File: src/restart_pkg.sv
// shared constants, register map and carriers for the fault restart sequencer
package restart_pkg;
    // ==========================================================
    // clock and time base
    localparam int unsigned CLK_HZ = 100_000_000;
    localparam int unsigned TICK_MS = 100;
    localparam int unsigned TICK_CYCLES = CLK_HZ / 1000 * TICK_MS;
    localparam int unsigned TICKS_PER_S = 1000 / TICK_MS;
    localparam int unsigned FAULT_FREE_MIN = 10;
    localparam logic [15:0] FAULT_FREE_TICKS =
        16'(FAULT_FREE_MIN * 60 * TICKS_PER_S);
    // ==========================================================
    // setting limits and reset values, times in 0.1 s steps
    localparam logic [3:0] LIMIT_MAX = 4'h a;
    localparam logic [3:0] LIMIT_RST = 4'h0;
    localparam logic [15:0] CONT_TIME_RST = 16'h0708;
    localparam logic [15:0] CONT_TIME_MAX = 16'h1770;
    localparam logic [15:0] INTV_TIME_RST = 16'h0064;
    localparam logic [15:0] INTV_TIME_MIN = 16'h0005;
    localparam logic [15:0] INTV_TIME_MAX = 16'h1770;
    localparam logic [15:0] BB_TIME_RST = 16'h0005;
    localparam logic FOUT_SEL_RST = 1'b0;
    localparam logic COUNT_MODE_RST = 1'b1;
    localparam logic [1:0] RIDE_RST = 2'h0;
    localparam logic [1:0] RIDE_ENABLED = 2'h1;
    localparam logic [7:0] DOUT_FN_FAULT = 8'h0e;
    localparam logic [7:0] DOUT_FN_RESTART = 8'h1e;
    localparam logic [7:0] DOUT_FN_RST = 8'h00;
    localparam int unsigned DOUT_N = 3;
    // ==========================================================
    // register byte addresses
    localparam logic [7:0] A_CONFIG = 8'h00;
    localparam logic [7:0] A_BB_TIME = 8'h04;
    localparam logic [7:0] A_CONT_TIME = 8'h08;
    localparam logic [7:0] A_INTV_TIME = 8'h0c;
    localparam logic [7:0] A_DOUT_FN = 8'h10;
    localparam logic [7:0] A_STATUS = 8'h14;
    localparam logic [7:0] A_COMMAND = 8'h18;
    localparam logic [7:0] A_INT_STAT = 8'h1c;
    localparam logic [7:0] A_INT_MASK = 8'h20;
    // ==========================================================
    // interrupt event bits
    localparam int unsigned EV_ATTEMPT = 0;
    localparam int unsigned EV_SUCCESS = 1;
    localparam int unsigned EV_LOCKOUT = 2;
    localparam int unsigned EV_CLEARED = 3;
    localparam int unsigned EV_N = 4;
    // ==========================================================
    // sequencer states
    typedef enum logic [2:0] {
        ST_RUN = 3'b000,
        ST_BLOCK = 3'b001,
        ST_CHECK = 3'b010,
        ST_SEARCH = 3'b011,
        ST_WAIT = 3'b100,
        ST_LOCK = 3'b101
    } seq_state_e;
    // restartable fault inputs from the protection logic
    typedef struct packed {
        logic ground_fault;
        logic output_open_phase;
        logic overcurrent_fault;
        logic drive_overheat_fault;
        logic motor_overload_fault;
        logic drive_overload_fault;
        logic overtorque_one_fault;
        logic overtorque_two_fault;
        logic bus_overvoltage_fault;
        logic input_phase_loss_fault;
        logic braking_resistor_fault;
        logic braking_transistor_fault;
        logic bus_undervoltage_fault;
        logic pull_out_fault;
    } fault_in_s;
    // software settings
    typedef struct packed {
        logic speed_search_select;
        logic [1:0] ride_through_select;
        logic restart_count_mode;
        logic restart_fault_output_select;
        logic [3:0] restart_limit;
    } config_s;
endpackage

File: src/tick_gen.sv
// enable pulse divider for the 0.1 s sequencer time base
`timescale 1ns/100ps
module tick_gen #(
    parameter int unsigned DIV = 10_000_000
) (
    input wire logic hclk,
    input wire logic hresetn,
    output logic tick
);
    localparam int unsigned W = $clog2(DIV + 1);
    localparam logic [W-1:0] LAST = W'(DIV - 1);
    logic [W-1:0] cnt_q;
    logic [W-1:0] cnt_d;
    logic tick_d;
    // ==========================================================
    // free running count, one pulse per wrap
    always_comb begin
        tick_d = (cnt_q == LAST);
        cnt_d = tick_d ? '0 : cnt_q + W'(1);
    end
    always_ff @(posedge hclk or negedge hresetn) begin
        if (!hresetn) begin
            cnt_q <= '0;
            tick <= 1'b0;
        end else begin
            cnt_q <= cnt_d;
            tick <= tick_d;
        end
    end
endmodule // tick_gen

File: src/fault_auto_restart_sequencer.sv
// automatic fault restart sequencer with an ahb-lite register slave
// Behaviour
// - only listed restartable faults start restarts
// - restart limit zero to ten, zero disables
// - limit reached: stop, stay faulted until reset
// - ten fault-free minutes after restart clear count
// - manual reset in lockout or power loss clears count
// - baseblock, then check fault, restart if clear
// - restart always uses speed search from command
// - count real attempts, not blocked ones
// - success mode: fault after continue time elapses
// - fault output during restart selectable
// - output function 1e shows restart enabled
// - undervoltage restarts only with ride-through one
// - attempt mode waits interval between attempts
// - count mode selects successes or attempts
// - attempt mode stops once attempts reach limit
`timescale 1ns/100ps
module fault_auto_restart_sequencer #(
    parameter int unsigned TICK_DIV = restart_pkg::TICK_CYCLES
) (
    input wire logic hclk,
    input wire logic hresetn,
    input wire logic hsel,
    input wire logic [31:0] haddr,
    input wire logic [1:0] htrans,
    input wire logic hwrite,
    input wire logic [2:0] hsize,
    input wire logic [31:0] hwdata,
    input wire logic hready,
    output logic [31:0] hrdata,
    output logic hreadyout,
    output logic hresp,
    input wire restart_pkg::fault_in_s faults,
    input wire logic other_fault,
    input wire logic restart_ok,
    input wire logic restart_fail,
    input wire logic reset_key,
    output logic baseblock,
    output logic search_start,
    output logic search_from_command,
    output logic fault_relay_output,
    output logic restart_enabled,
    output logic [restart_pkg::DOUT_N-1:0] digital_out,
    output logic irq
);
    // ==========================================================
    // declarations
    restart_pkg::config_s cfg_q, cfg_d;
    logic [15:0] bb_time_q, bb_time_d;
    logic [15:0] cont_time_q, cont_time_d;
    logic [15:0] intv_time_q, intv_time_d;
    logic [7:0] dout_fn_q [restart_pkg::DOUT_N];
    logic [7:0] dout_fn_d [restart_pkg::DOUT_N];
    logic [restart_pkg::EV_N-1:0] int_stat_q, int_stat_d;
    logic [restart_pkg::EV_N-1:0] int_mask_q, int_mask_d;
    logic [restart_pkg::EV_N-1:0] ev;
    logic [31:0] rdata_d;
    logic [7:0] waddr_q, waddr_d;
    logic wr_q, wr_d;
    logic man_reset;
    logic tick;
    restart_pkg::seq_state_e st_q, st_d;
    logic [3:0] count_q, count_d;
    logic [15:0] tmr_q, tmr_d;
    logic [15:0] cont_q, cont_d;
    logic [15:0] free_q, free_d;
    logic restarted_q, restarted_d;
    logic fault_seen_q;
    logic any_fault, fault_rise, restartable, search_pulse_d;
    logic [31:0] wdata;

    tick_gen #(.DIV(TICK_DIV)) u_tick (
        .hclk(hclk),
        .hresetn(hresetn),
        .tick(tick)
    );

    // ==========================================================
    // setting clamp, shared by the continue and interval time writes
    function automatic logic [15:0] clamp16(input logic [15:0] v,
                                            input logic [15:0] lo,
                                            input logic [15:0] hi);
        clamp16 = (v < lo) ? lo : ((v > hi) ? hi : v);
    endfunction

    // ==========================================================
    // fault qualification
    // undervoltage is only restartable with ride-through enabled
    always_comb begin
        any_fault = (|faults) | other_fault;
        fault_rise = any_fault & ~fault_seen_q;
        restartable = ~other_fault & (|faults) &
            (~faults.bus_undervoltage_fault |
             (cfg_q.ride_through_select == restart_pkg::RIDE_ENABLED));
    end

    // ==========================================================
    // ahb-lite slave: zero wait state, always okay
    assign hreadyout = 1'b1;
    assign hresp = 1'b0;
    assign wdata = hwdata;

    always_comb begin
        wr_d = hsel & htrans[1] & hwrite & hready;
        waddr_d = haddr[7:0];
        rdata_d = hrdata;
        if (hsel & htrans[1] & hready & ~hwrite) begin
            rdata_d = 32'h0000_0000;
            case (haddr[7:0])
                restart_pkg::A_CONFIG: rdata_d[8:0] = cfg_q;
                restart_pkg::A_BB_TIME: rdata_d[15:0] = bb_time_q;
                restart_pkg::A_CONT_TIME: rdata_d[15:0] = cont_time_q;
                restart_pkg::A_INTV_TIME: rdata_d[15:0] = intv_time_q;
                restart_pkg::A_DOUT_FN:
                    rdata_d[23:0] = {dout_fn_q[2], dout_fn_q[1], dout_fn_q[0]};
                restart_pkg::A_STATUS:
                    rdata_d[9:0] = {fault_relay_output, restart_enabled,
                                    st_q, count_q, restarted_q};
                restart_pkg::A_INT_STAT: rdata_d[3:0] = int_stat_q;
                restart_pkg::A_INT_MASK: rdata_d[3:0] = int_mask_q;
                default: ;
            endcase
        end
    end

    // register writes land in the data phase
    always_comb begin
        cfg_d = cfg_q;
        bb_time_d = bb_time_q;
        cont_time_d = cont_time_q;
        intv_time_d = intv_time_q;
        int_mask_d = int_mask_q;
        dout_fn_d = dout_fn_q;
        man_reset = reset_key;
        // set wins over a same-cycle write-one clear
        int_stat_d = int_stat_q | ev;
        if (wr_q) begin
            case (waddr_q)
                restart_pkg::A_CONFIG: begin
                    cfg_d = wdata[8:0];
                    cfg_d.restart_limit = (wdata[3:0] > restart_pkg::LIMIT_MAX)
                        ? restart_pkg::LIMIT_MAX : wdata[3:0];
                end
                restart_pkg::A_BB_TIME: bb_time_d = wdata[15:0];
                restart_pkg::A_CONT_TIME:
                    cont_time_d = clamp16(wdata[15:0], 16'h0000,
                                          restart_pkg::CONT_TIME_MAX);
                restart_pkg::A_INTV_TIME:
                    intv_time_d = clamp16(wdata[15:0],
                                          restart_pkg::INTV_TIME_MIN,
                                          restart_pkg::INTV_TIME_MAX);
                restart_pkg::A_DOUT_FN: begin
                    dout_fn_d[0] = wdata[7:0];
                    dout_fn_d[1] = wdata[15:8];
                    dout_fn_d[2] = wdata[23:16];
                end
                restart_pkg::A_COMMAND: man_reset = reset_key | wdata[0];
                restart_pkg::A_INT_STAT:
                    int_stat_d = (int_stat_q & ~wdata[3:0]) | ev;
                restart_pkg::A_INT_MASK: int_mask_d = wdata[3:0];
                default: ;
            endcase
        end
    end

    always_ff @(posedge hclk or negedge hresetn) begin
        if (!hresetn) begin
            cfg_q <= {1'b0, restart_pkg::RIDE_RST,
                      restart_pkg::COUNT_MODE_RST,
                      restart_pkg::FOUT_SEL_RST, restart_pkg::LIMIT_RST};
            bb_time_q <= restart_pkg::BB_TIME_RST;
            cont_time_q <= restart_pkg::CONT_TIME_RST;
            intv_time_q <= restart_pkg::INTV_TIME_RST;
            for (int i = 0; i < restart_pkg::DOUT_N; i++) begin
                dout_fn_q[i] <= restart_pkg::DOUT_FN_RST;
            end
            int_stat_q <= '0;
            int_mask_q <= '0;
            hrdata <= 32'h0000_0000;
            wr_q <= 1'b0;
            waddr_q <= 8'h00;
        end else begin
            cfg_q <= cfg_d;
            bb_time_q <= bb_time_d;
            cont_time_q <= cont_time_d;
            intv_time_q <= intv_time_d;
            dout_fn_q <= dout_fn_d;
            int_stat_q <= int_stat_d;
            int_mask_q <= int_mask_d;
            hrdata <= rdata_d;
            wr_q <= wr_d;
            waddr_q <= waddr_d;
        end
    end

    assign irq = |(int_stat_q & int_mask_q);

    // ==========================================================
    // restart sequencer
    // relies on the run wiring dropping so fault inputs fall after a trip
    always_comb begin
        st_d = st_q;
        count_d = count_q;
        tmr_d = tmr_q;
        cont_d = cont_q;
        free_d = free_q;
        restarted_d = restarted_q;
        search_pulse_d = 1'b0;
        ev = '0;
        // continue-restart window only runs in success counting mode
        if (st_q inside {restart_pkg::ST_BLOCK, restart_pkg::ST_CHECK,
                         restart_pkg::ST_SEARCH}
            && !cfg_q.restart_count_mode && tick) begin
            cont_d = cont_q + 16'h0001;
        end
        case (st_q)
            restart_pkg::ST_RUN: begin
                if (fault_rise) begin
                    free_d = 16'h0000;
                    tmr_d = 16'h0000;
                    cont_d = 16'h0000;
                    if (restartable && cfg_q.restart_limit != 4'h0
                        && count_q < cfg_q.restart_limit) begin
                        st_d = restart_pkg::ST_BLOCK;
                    end else begin
                        st_d = restart_pkg::ST_LOCK;
                        ev[restart_pkg::EV_LOCKOUT] = 1'b1;
                    end
                end else if (restarted_q && tick) begin
                    free_d = free_q + 16'h0001;
                    if (free_d >= restart_pkg::FAULT_FREE_TICKS) begin
                        count_d = 4'h0;
                        restarted_d = 1'b0;
                        ev[restart_pkg::EV_CLEARED] = 1'b1;
                    end
                end
            end
            restart_pkg::ST_BLOCK: begin
                if (tick) begin
                    tmr_d = tmr_q + 16'h0001;
                end
                if (tmr_q >= bb_time_q) begin
                    st_d = restart_pkg::ST_CHECK;
                end
            end
            restart_pkg::ST_CHECK: begin
                if (any_fault) begin
                    // blocked attempts are never counted
                    if (cfg_q.restart_count_mode) begin
                        tmr_d = 16'h0000;
                        st_d = restart_pkg::ST_WAIT;
                    end
                end else begin
                    search_pulse_d = 1'b1;
                    ev[restart_pkg::EV_ATTEMPT] = 1'b1;
                    if (cfg_q.restart_count_mode) begin
                        count_d = count_q + 4'h1;
                    end
                    st_d = restart_pkg::ST_SEARCH;
                end
            end
            restart_pkg::ST_SEARCH: begin
                if (restart_ok) begin
                    if (!cfg_q.restart_count_mode) begin
                        count_d = count_q + 4'h1;
                    end
                    restarted_d = 1'b1;
                    free_d = 16'h0000;
                    ev[restart_pkg::EV_SUCCESS] = 1'b1;
                    st_d = restart_pkg::ST_RUN;
                end else if (restart_fail || any_fault) begin
                    tmr_d = 16'h0000;
                    free_d = 16'h0000;
                    if (cfg_q.restart_count_mode
                        && count_q >= cfg_q.restart_limit) begin
                        st_d = restart_pkg::ST_LOCK;
                        ev[restart_pkg::EV_LOCKOUT] = 1'b1;
                    end else if (cfg_q.restart_count_mode) begin
                        st_d = restart_pkg::ST_WAIT;
                    end else begin
                        st_d = restart_pkg::ST_BLOCK;
                    end
                end
            end
            restart_pkg::ST_WAIT: begin
                if (tick) begin
                    tmr_d = tmr_q + 16'h0001;
                end
                if (tmr_q >= intv_time_q) begin
                    if (count_q >= cfg_q.restart_limit) begin
                        st_d = restart_pkg::ST_LOCK;
                        ev[restart_pkg::EV_LOCKOUT] = 1'b1;
                    end else begin
                        st_d = restart_pkg::ST_CHECK;
                    end
                end
            end
            restart_pkg::ST_LOCK: begin
                // stays tripped until a manual reset with no fault left
                if (man_reset && !any_fault) begin
                    count_d = 4'h0;
                    restarted_d = 1'b0;
                    ev[restart_pkg::EV_CLEARED] = 1'b1;
                    st_d = restart_pkg::ST_RUN;
                end
            end
            default: st_d = restart_pkg::ST_LOCK;
        endcase
        // success mode gives up once the window runs out
        if (!cfg_q.restart_count_mode && cont_d > cont_time_q
            && st_d inside {restart_pkg::ST_BLOCK, restart_pkg::ST_CHECK,
                            restart_pkg::ST_SEARCH}) begin
            st_d = restart_pkg::ST_LOCK;
            ev[restart_pkg::EV_LOCKOUT] = 1'b1;
        end
    end

    // power-up reset clears the count as a power cycle does
    always_ff @(posedge hclk or negedge hresetn) begin
        if (!hresetn) begin
            st_q <= restart_pkg::ST_RUN;
            count_q <= 4'h0;
            tmr_q <= 16'h0000;
            cont_q <= 16'h0000;
            free_q <= 16'h0000;
            restarted_q <= 1'b0;
            fault_seen_q <= 1'b0;
            search_start <= 1'b0;
        end else begin
            st_q <= st_d;
            count_q <= count_d;
            tmr_q <= tmr_d;
            cont_q <= cont_d;
            free_q <= free_d;
            restarted_q <= restarted_d;
            fault_seen_q <= any_fault;
            search_start <= search_pulse_d;
        end
    end

    // ==========================================================
    // drive-facing outputs, decoded from state
    always_comb begin
        baseblock = st_q inside {restart_pkg::ST_BLOCK, restart_pkg::ST_CHECK,
                                 restart_pkg::ST_WAIT, restart_pkg::ST_LOCK};
        restart_enabled = st_q inside {restart_pkg::ST_BLOCK,
            restart_pkg::ST_CHECK, restart_pkg::ST_SEARCH,
            restart_pkg::ST_WAIT};
        // speed search source ignores the selection in the search state only
        search_from_command = (st_q == restart_pkg::ST_SEARCH) ? 1'b1
            : cfg_q.speed_search_select;
        fault_relay_output = (st_q == restart_pkg::ST_LOCK) ||
            (restart_enabled && cfg_q.restart_fault_output_select);
    end

    // three configurable outputs
    generate
        for (genvar g = 0; g < restart_pkg::DOUT_N; g++) begin : g_dout
            assign digital_out[g] =
                (dout_fn_q[g] == restart_pkg::DOUT_FN_RESTART) ?
                    restart_enabled :
                (dout_fn_q[g] == restart_pkg::DOUT_FN_FAULT) ?
                    fault_relay_output : 1'b0;
        end
    endgenerate
endmodule // fault_auto_restart_sequencer

File: config.mk
export PLATFORM = sky130hd
export DESIGN_NAME = fault_auto_restart_sequencer
export DESIGN_NICKNAME = d
export VERILOG_FILES = /design/src/restart_pkg.sv /design/src/tick_gen.sv /design/src/fault_auto_restart_sequencer.sv
export SDC_FILE = /design/constraint.sdc
export NUM_CORES = 1
export LEC_CHECK = 0
export BUFFER_PORTS_ARGS = -buffer_cell sky130_fd_sc_hd__buf_2
export CORE_ASPECT_RATIO = 1.2
export CORE_MARGIN = 5
export CORE_UTILIZATION = 48
export DETAILED_ROUTE_END_ITERATION = 16
export PLACE_DENSITY = 0.68
export SLEW_MARGIN = 20
export SYNTH_ARGS = -nofsm -noshare
export SYNTH_HDL_FRONTEND = slang
export SYNTH_SLANG_ARGS = --single-unit
File: constraint.sdc
create_clock -name hclk -period 5.8 [get_ports hclk]
set_input_delay 1.16 -clock hclk [delete_from_list [all_inputs] [get_ports hclk]]
set_output_delay 1.16 -clock hclk [all_outputs]
set_load 0.03 [all_outputs]
==> out/summary.txt, run 1 <==
Status = completed
Drt initial violations = 712
Post-Syn Area = 11,370 um^2
Post_cts resized = 0
Compound-Gate Fraction of Synth Area = 0.1790
Largest net degree at the start of global routing = 112
WHS = 467.2 ps
Chip Height = 178.6 um
Asr flop ratio synth = 1.000
Max clock buf depth = 3
PD cells = 271.3 nW/um^2
Number of global-route vias before repair = 8,903
Vias = 9,381
Crit path max fanout = 18
Ant. Diodes = 0
Area grow syn2layout = 12.83%
DRC viols = 0
Synth unique cells = 86
Nature of the critical path endpoint = output port
Overflow after GRT = 0
Initial antenna violation count = 0
First-pass GRT wire length = 47.55 mm
PortBufs = 88
Mux cell area share after synthesis = 0.03234
CTS tree = done
Min-delay worst type = register to register
CTS root buffer = clkbuf_16
Share of layout cells above drive strength 1 = 0.1553
Slew Viols, Final = 0
Synth Area in Simple Gates = 0.1925
DR WL/cell = 18.22 um
Placer Congestion = 0.8544
TritonRoute pass-1 iters = 6
Synthesis Warnings = 0
Avg Cell Area, Syn = 9.284 um^2
CTS Buf Count = 23
Leak = 6.097 nW
Tot Pwr = 3.482 mW
#FFs+latches synth = 205
Final Skew = 21.38 ps
Post-synthesis sequential area ratio = 0.4521
Startpoint class of the critical path = register
MaxCap Viol Count = 0
Initial Util = 0.4886
Clock slew at reported path FFs = 60 ps
Routed wire length = 29.55 mm
Worst slew margin = 0.2354
Number of synthesized flops with an enable pin = 0
CP Class = register to output port
Adder-cell area share of the yosys netlist = 0.06381
Final Hold Viols = 0
HPWL after DPL = 21.62 mm
Clock Latency Late Sink = 530 ps
Max Fclk = 221.5 MHz
Hold-fix buffers, CTS = 0
Top FF cell, synth = dfrtp_1
I/O Pins = 135
Fraction of synthesized cell area in xor and xnor cells = 0.02849
Largest family of logic cells by synthesized area = simple AND/OR/NAND/NOR gates
Final setup vio count = 0
Worst EP required = 4640 ps
Core area = 23,280 um^2
Filler cell count = 2,108
Worst-margin pin slew = 1138 ps
Peak supply drop = 0.1519 mV
Crit path arrival time = 3350 ps
Final ANT Viol Nets = 0
Final period utilization = 0.7784
Post-CTS Setup Bufs = 0
Via density = 5.784
RSZ-0062 raised after global routing = false
Die Footprint = 26,890 um^2
TNS Setup = 0 ps
Final nets = 1,440
All-Layer GR Usage = 0.2202
Row cnt = 61
Post-Syn Instances = 1,225
H-tree levels = 1
Die width = 150.5 um
CTS sink count = 205
Fin crit period = 4515 ps
[report_power, final]
| group | internal (mW) | total [mW] | switching [mW] |
|---|---|---|---|
| combinational | 0.131 | 0.409 | 0.278 |
| clock | 0.952 | 1.56 | 0.607 |
| sequential | 1.47 | 1.51 | 0.0470 |
[through the flow]
stage	setup slack, ps	utilization	cell area (um^2)	std cells
6_report	1285	0.5513	12830	1622
5_1_grt	980.4	0.5513	12830	1622
4_1_cts	1318	0.5510	12830	1622
3_5_place_dp	1170	0.5160	12010	1580
3_3_place_gp	1254	0.5160	12010	1580
2_1_floorplan	1798	-	11400	1233
[critical path, cell delays in order, from the launching register on]
cell and delay [ps]:
dfrtp_1 730, xor2_1 170, nand2b_1 100, buf_4 250, nand2_1 320, a21oi_1 730
nor2_1 80, a21oi_1 160, nor2_1 100, buf_2 180
[final timing paths]
check / startpoint / end / slack [ps] / cells after the start
max reg2reg: st_q[2] / int_stat_q[2] / 1440 / 14
min reg2reg: u_tick.cnt_q[0] / u_tick.cnt_q[0] / 470 / 1
max in group asynchronous: hresetn / cfg_q[8] / 4000 / 2
min in group asynchronous: hresetn / free_q[3] / 700 / 1
min: u_tick.cnt_q[0] / u_tick.cnt_q[0] / 470 / 1
max: st_q[2] / digital_out[0] / 1290 / 9
[routing by layer]
metal | global-route usage | wire (um) | part of all wire | vias to the layer above
li1 | - | - | - | 4514
met1 | 0.2894 | 12750 | 0.43 | 4559
met2 | 0.3811 | 14560 | 0.49 | 261
met3 | 0.02719 | 1448 | 0.049 | 47
met4 | 0.06484 | 790 | 0.027 | 0
met5 | 0 | 0 | 0 | -
[cell usage after synthesis, types with 4 or more instances]
cell      number  share of area
or4_1          4         0.0026
o21ai_0      147          0.065
a211oi_1       8         0.0053
a221oi_1       7         0.0054
a31oi_1       10         0.0055
nand2_1      146          0.048
buf_2          8         0.0035
mux2_2        30          0.030
and2_1         7         0.0039
dfstp_2       10          0.023
a222oi_1      12          0.011
ha_1          58          0.064
buf_4         12         0.0079
nand4b_1       5         0.0039
nor3b_1        7         0.0046
a22o_1        16          0.012
and3_1        18         0.0099
dfrtp_1      195           0.43
or3_1          6         0.0033
nand2b_1      10         0.0055
nand3_1       41          0.018
o31ai_1       11         0.0073
a311o_1        4         0.0035
a21oi_1       54          0.024
o211ai_1       5         0.0033
nor3_1        25          0.011
nand4_1       22          0.012
clkbuf_1      42          0.014
nor2_1        93          0.031
and4_1         4         0.0031
inv_1         65          0.021
xnor2_1       16          0.012
a21o_1         4         0.0026
a22oi_1       12         0.0079
nor4_1         8         0.0044
nor2b_1       12         0.0066
xor2_1        21          0.016
[state kept, by name, summed over array words and instances (netlist names)]
| signal | cells |
|---|---|
| bb_time_q | 16 |
| cfg_q | 9 |
| cont_q | 16 |
| cont_time_q | 16 |
| count_q | 4 |
| dout_fn_q | 24 |
| fault_seen_q | 1 |
| free_q | 16 |
| hrdata | 24 |
| int_mask_q | 4 |
| int_stat_q | 4 |
| intv_time_q | 16 |
| restarted_q | 1 |
| search_start | 1 |
| st_q | 3 |
| tmr_q | 16 |
| u_tick.cnt_q | 24 |
| u_tick.tick | 1 |
| waddr_q | 8 |
| wr_q | 1 |
[cells by family after synthesis]
logic type | count (synthesis)
buf+inv | 132
mux | 33
flops | 205
xor+xnor | 37
fa+ha+maj | 58
other cells | 2
simple gates | 436
compound gates | 322
[layout make-up]
cell class              instances  area [um^2]  share of cell area
clock inverters                14        188.9             0.01472
inverters                      66        252.7             0.01970
repair buffers                 98        536.8             0.04183
well taps                     315        394.1             0.03071
clock buffers                  28        624.3             0.04865
multi-input cells             896         5693              0.4436
flip-flops and latches        205         5142              0.4007
[placed cells by master (no fill, tap or decap), types with 24 or more instances in the layout]
| cell type | synthesis | routed |
|---|---|---|
| dfrtp_1 | 195 | 195 |
| o21ai_0 | 147 | 147 |
| nand2_1 | 146 | 146 |
| nor2_1 | 93 | 93 |
| buf_2 | 8 | 87 |
| inv_1 | 65 | 65 |
| ha_1 | 58 | 58 |
| a21oi_1 | 54 | 54 |
| nand3_1 | 41 | 41 |
| mux2_2 | 30 | 30 |
| nor3_1 | 25 | 24 |
Power figures use the tool's default switching activity.
==> inputs of run 2 (changes only) <==
- ABC_AREA: not set -> 1
- PLACE_DENSITY: 0.68 -> 0.7
- clock period: 5.8 -> 3.92 ns (I/O delays scaled with it)
==> out/summary.txt, run 2 <==
MaxCap Viol Count = 0 (unchanged)
Post-Syn Instances = 1,450 (+18%)
Part of the power in combinational logic = 0.144 (+0.026)
Post-DP Area = 12,310 um^2 (+2.5%)
Final nets = 1,693 (+18%)
Nature of the critical path endpoint = output port
Detail Route met2 WL = 15.43 mm (+6.0%)
Asr flop ratio synth = 1.000 (unchanged)
Non-Filler Instances = 1,881 (+16%)
Largest regs = dout_fn_q x24, hrdata x24, u_tick.cnt_q x24
Overflow after GRT = 0 (unchanged)
Leak = 6.864 nW (+13%)
Peak supply drop = 0.3463 mV (+130%)
Post-synthesis sequential area ratio = 0.4450 (-0.007099)
NetSw = 1.505 mW (+61%)
TritonRoute pass-1 iters = 5 (-1)
DRC viols = 0 (unchanged)
Synth top area cells = dfrtp_1 (42%), nand2_1 (10%), inv_1 (6.4%)
CTS sink count = 205 (unchanged)
Post_cts resized = 0 (unchanged)
Synth unique cells = 53 (-38%)
Share of layout cells above drive strength 1 = 0.1172 (-0.03808)
Max Fclk = 274.3 MHz
Status = completed
Placer Congestion = 0.9769 (+14%)
Avg Cell Area, Syn = 7.969 um^2 (-14%)
Final WS setup = 274.3 ps (-1011 ps)
Number of global-route vias before repair = 9,984 (+12%)
WHS = 349.0 ps (-118.2 ps)
CTS tree = done
All-Layer GR Usage = 0.2291 (+0.008876)
Top cell type's share of synthesized area = 0.4223 (-0.006736)
Post-CTS Setup Bufs = 0 (unchanged)
Initial antenna violation count = 0 (unchanged)
HPWL after DPL = 23.45 mm (+8.5%)
Filler cell count = 2,210 (+4.8%)
Placed cells = 1,837 (+16%)
Row cnt = 62 (+1.6%)
Count leader, synth = nand2_1
CTS Buf Count = 24 (+4.3%)
Largest net degree at the start of global routing = 105 (-6.3%)
Tot Pwr = 5.197 mW (+49%)
PD cells = 396.7 nW/um^2 (+46%)
CTS root buffer = clkbuf_16
Clock slew at reported path FFs = 60 ps (about the same)
Most frequent cells in the layout = nand2_1 (316), inv_1 (197), dfrtp_1 (195), nor2_1 (128), o21ai_0 (120)
Top FF cell, synth = dfrtp_1
Worst EP required = 3140 ps (-1500 ps)
Chip Height = 180.0 um (+0.75%)
Final setup vio count = 0 (unchanged)
P_int = 3.692 mW (+45%)
Fin crit period = 3646 ps
Slew Viols, Final = 0 (unchanged)
Top cells by count, synth = nand2_1 (316), inv_1 (198), dfrtp_1 (195)
Worst slew margin = 0.4193 (+0.1839)
Post-Syn Area = 11,550 um^2 (+1.6%)
DR WL/cell = 16.64 um (-8.7%)
Final period utilization = 0.9300
Initial Util = 0.4852 (-0.003394)
Hold-fix buffers, CTS = 0 (unchanged)
RSZ-0062 raised after global routing = false
Area grow syn2layout = 13.36%
Startpoint class of the critical path = register
I/O Pins = 135 (unchanged)
Switching share of power = 0.2896 (+0.02181)
TNS Setup = 0 ps (unchanged)
Final ANT Viol Nets = 0 (unchanged)
Core area = 23,820 um^2 (+2.3%)
H-tree levels = 1 (unchanged)
Finished layout cell area = 13,100 um^2 (+2.1%)
Crit path max fanout = 9 (-9)
Worst-margin pin slew = 871.0 ps (-267.1 ps)
Seq pwr share = 0.427 (-0.008)
Clock Power Share = 0.429 (-0.019)
Max clock buf depth = 3 (unchanged)
Routed length on met1 = 13.18 mm (+3.4%)
Die width = 151.6 um (+0.74%)
Vias = 10,230 (+9.1%)
First-pass GRT wire length = 50.82 mm (+6.9%)
Ant. Diodes = 0 (unchanged)
Via density = 5.439 (-6.0%)
Final Skew = 23.58 ps (+2.207 ps)
Leading area contributor after synthesis = dfrtp_1
Min-delay worst type = primary input to asynchronous set/reset pin
Die Footprint = 27,290 um^2 (+1.5%)
Clock Latency Late Sink = 530 ps (about the same)
#FFs+latches synth = 205 (unchanged)
Synthesis Warnings = 0 (unchanged)
Final core utilization = 0.5500 (-0.001234)
PortBufs = 88 (unchanged)
Post-place setup slack = 539.2 ps (-630.8 ps)
DR top layer = met4
Metal3 WL = 1.971 mm (+36%)
CP Class = register to output port
Number of synthesized flops with an enable pin = 0 (unchanged)
Final Hold Viols = 0 (unchanged)
Crit path arrival time = 2860 ps (-490 ps)
Commonest non-fill, non-tap cell in the layout = nand2_1
Drt initial violations = 734 (+3.1%)
Routed wire length = 31.30 mm (+5.9%)
[run 2: cell count changes in the layout (fill, tap and decap cells not counted), moves of 27 or more]
cell | previous run | this run
nand3_1 | 41 | 75
nor2_1 | 93 | 128
o22ai_1 | 1 | 28
mux2_2 | 30 | 0
inv_1 | 65 | 197
nand2_1 | 146 | 316
o21ai_0 | 147 | 120
[run 2: worst max-delay path, stage by stage, from the launching register on]
cell and delay [ps]:
dfrtp_1 450, inv_1 260, nand3_2 180, nand2_2 220
inv_2 150, nand2_1 210, a21oi_1 130, inv_1 200
nor2_1 60, a211oi_1 220, buf_2 260
[run 2: logic make-up (layout without fill, tap and decap cells)]
group | after synthesis | in the layout | synth area share
AOI/OAI and AO/OA | 264 | 264 | 0.1293
and+or+nand+nor | 640 | 640 | 0.2476
DFF | 205 | 205 | 0.4450
buffers and inverters | 241 | 344 | 0.08424
other | 2 | 10 | 0.0006499
adders and majority gates | 58 | 58 | 0.06280
xor gates and xnor gates | 40 | 40 | 0.03032
[run 2: power groups by stage]
stage	Sequential (mW)	Combinational, mW	Clock (mW)
floorplan	2.26	0.493	0
CTS	2.22	0.742	2.27
detailed placement	2.26	0.737	0
finish	2.22	0.748	2.23
global placement	2.26	0.725	0
global route	2.23	0.814	2.36
[run 2: final cells by class]
| class | count | area (um^2) | area share |
|---|---|---|---|
| multi-input combinational | 1012 | 5469 | 0.4175 |
| sequential | 205 | 5142 | 0.3926 |
| inverter | 205 | 772.0 | 0.05894 |
| clock buffer | 38 | 693.2 | 0.05292 |
| timing repair buffer | 95 | 526.8 | 0.04021 |
| tap | 320 | 400.4 | 0.03057 |
| clock inverter | 6 | 95.09 | 0.007260 |
[run 2: worst paths after layout]
| path | from | to | slack (ps) | cells after the start |
|---|---|---|---|---|
| max | st_q[1] | digital_out[1] | 270 | 10 |
| min | hresetn | u_tick.cnt_q[18] | 350 | 1 |
| max reg2reg | cont_q[0] | st_q[2] | 570 | 19 |
| min reg2reg | u_tick.cnt_q[0] | u_tick.cnt_q[0] | 470 | 1 |
| max in group asynchronous | hresetn | intv_time_q[5] | 2730 | 2 |
| min in group hclk | haddr[7] | waddr_q[7] | 370 | 1 |
[run 2: routing by layer]
metal	vias to the layer above	track usage
met5	-	0
met4	0	0.06365
met3	57	0.03426
met2	317	0.3885
met1	4892	0.3046
li1	4964	-
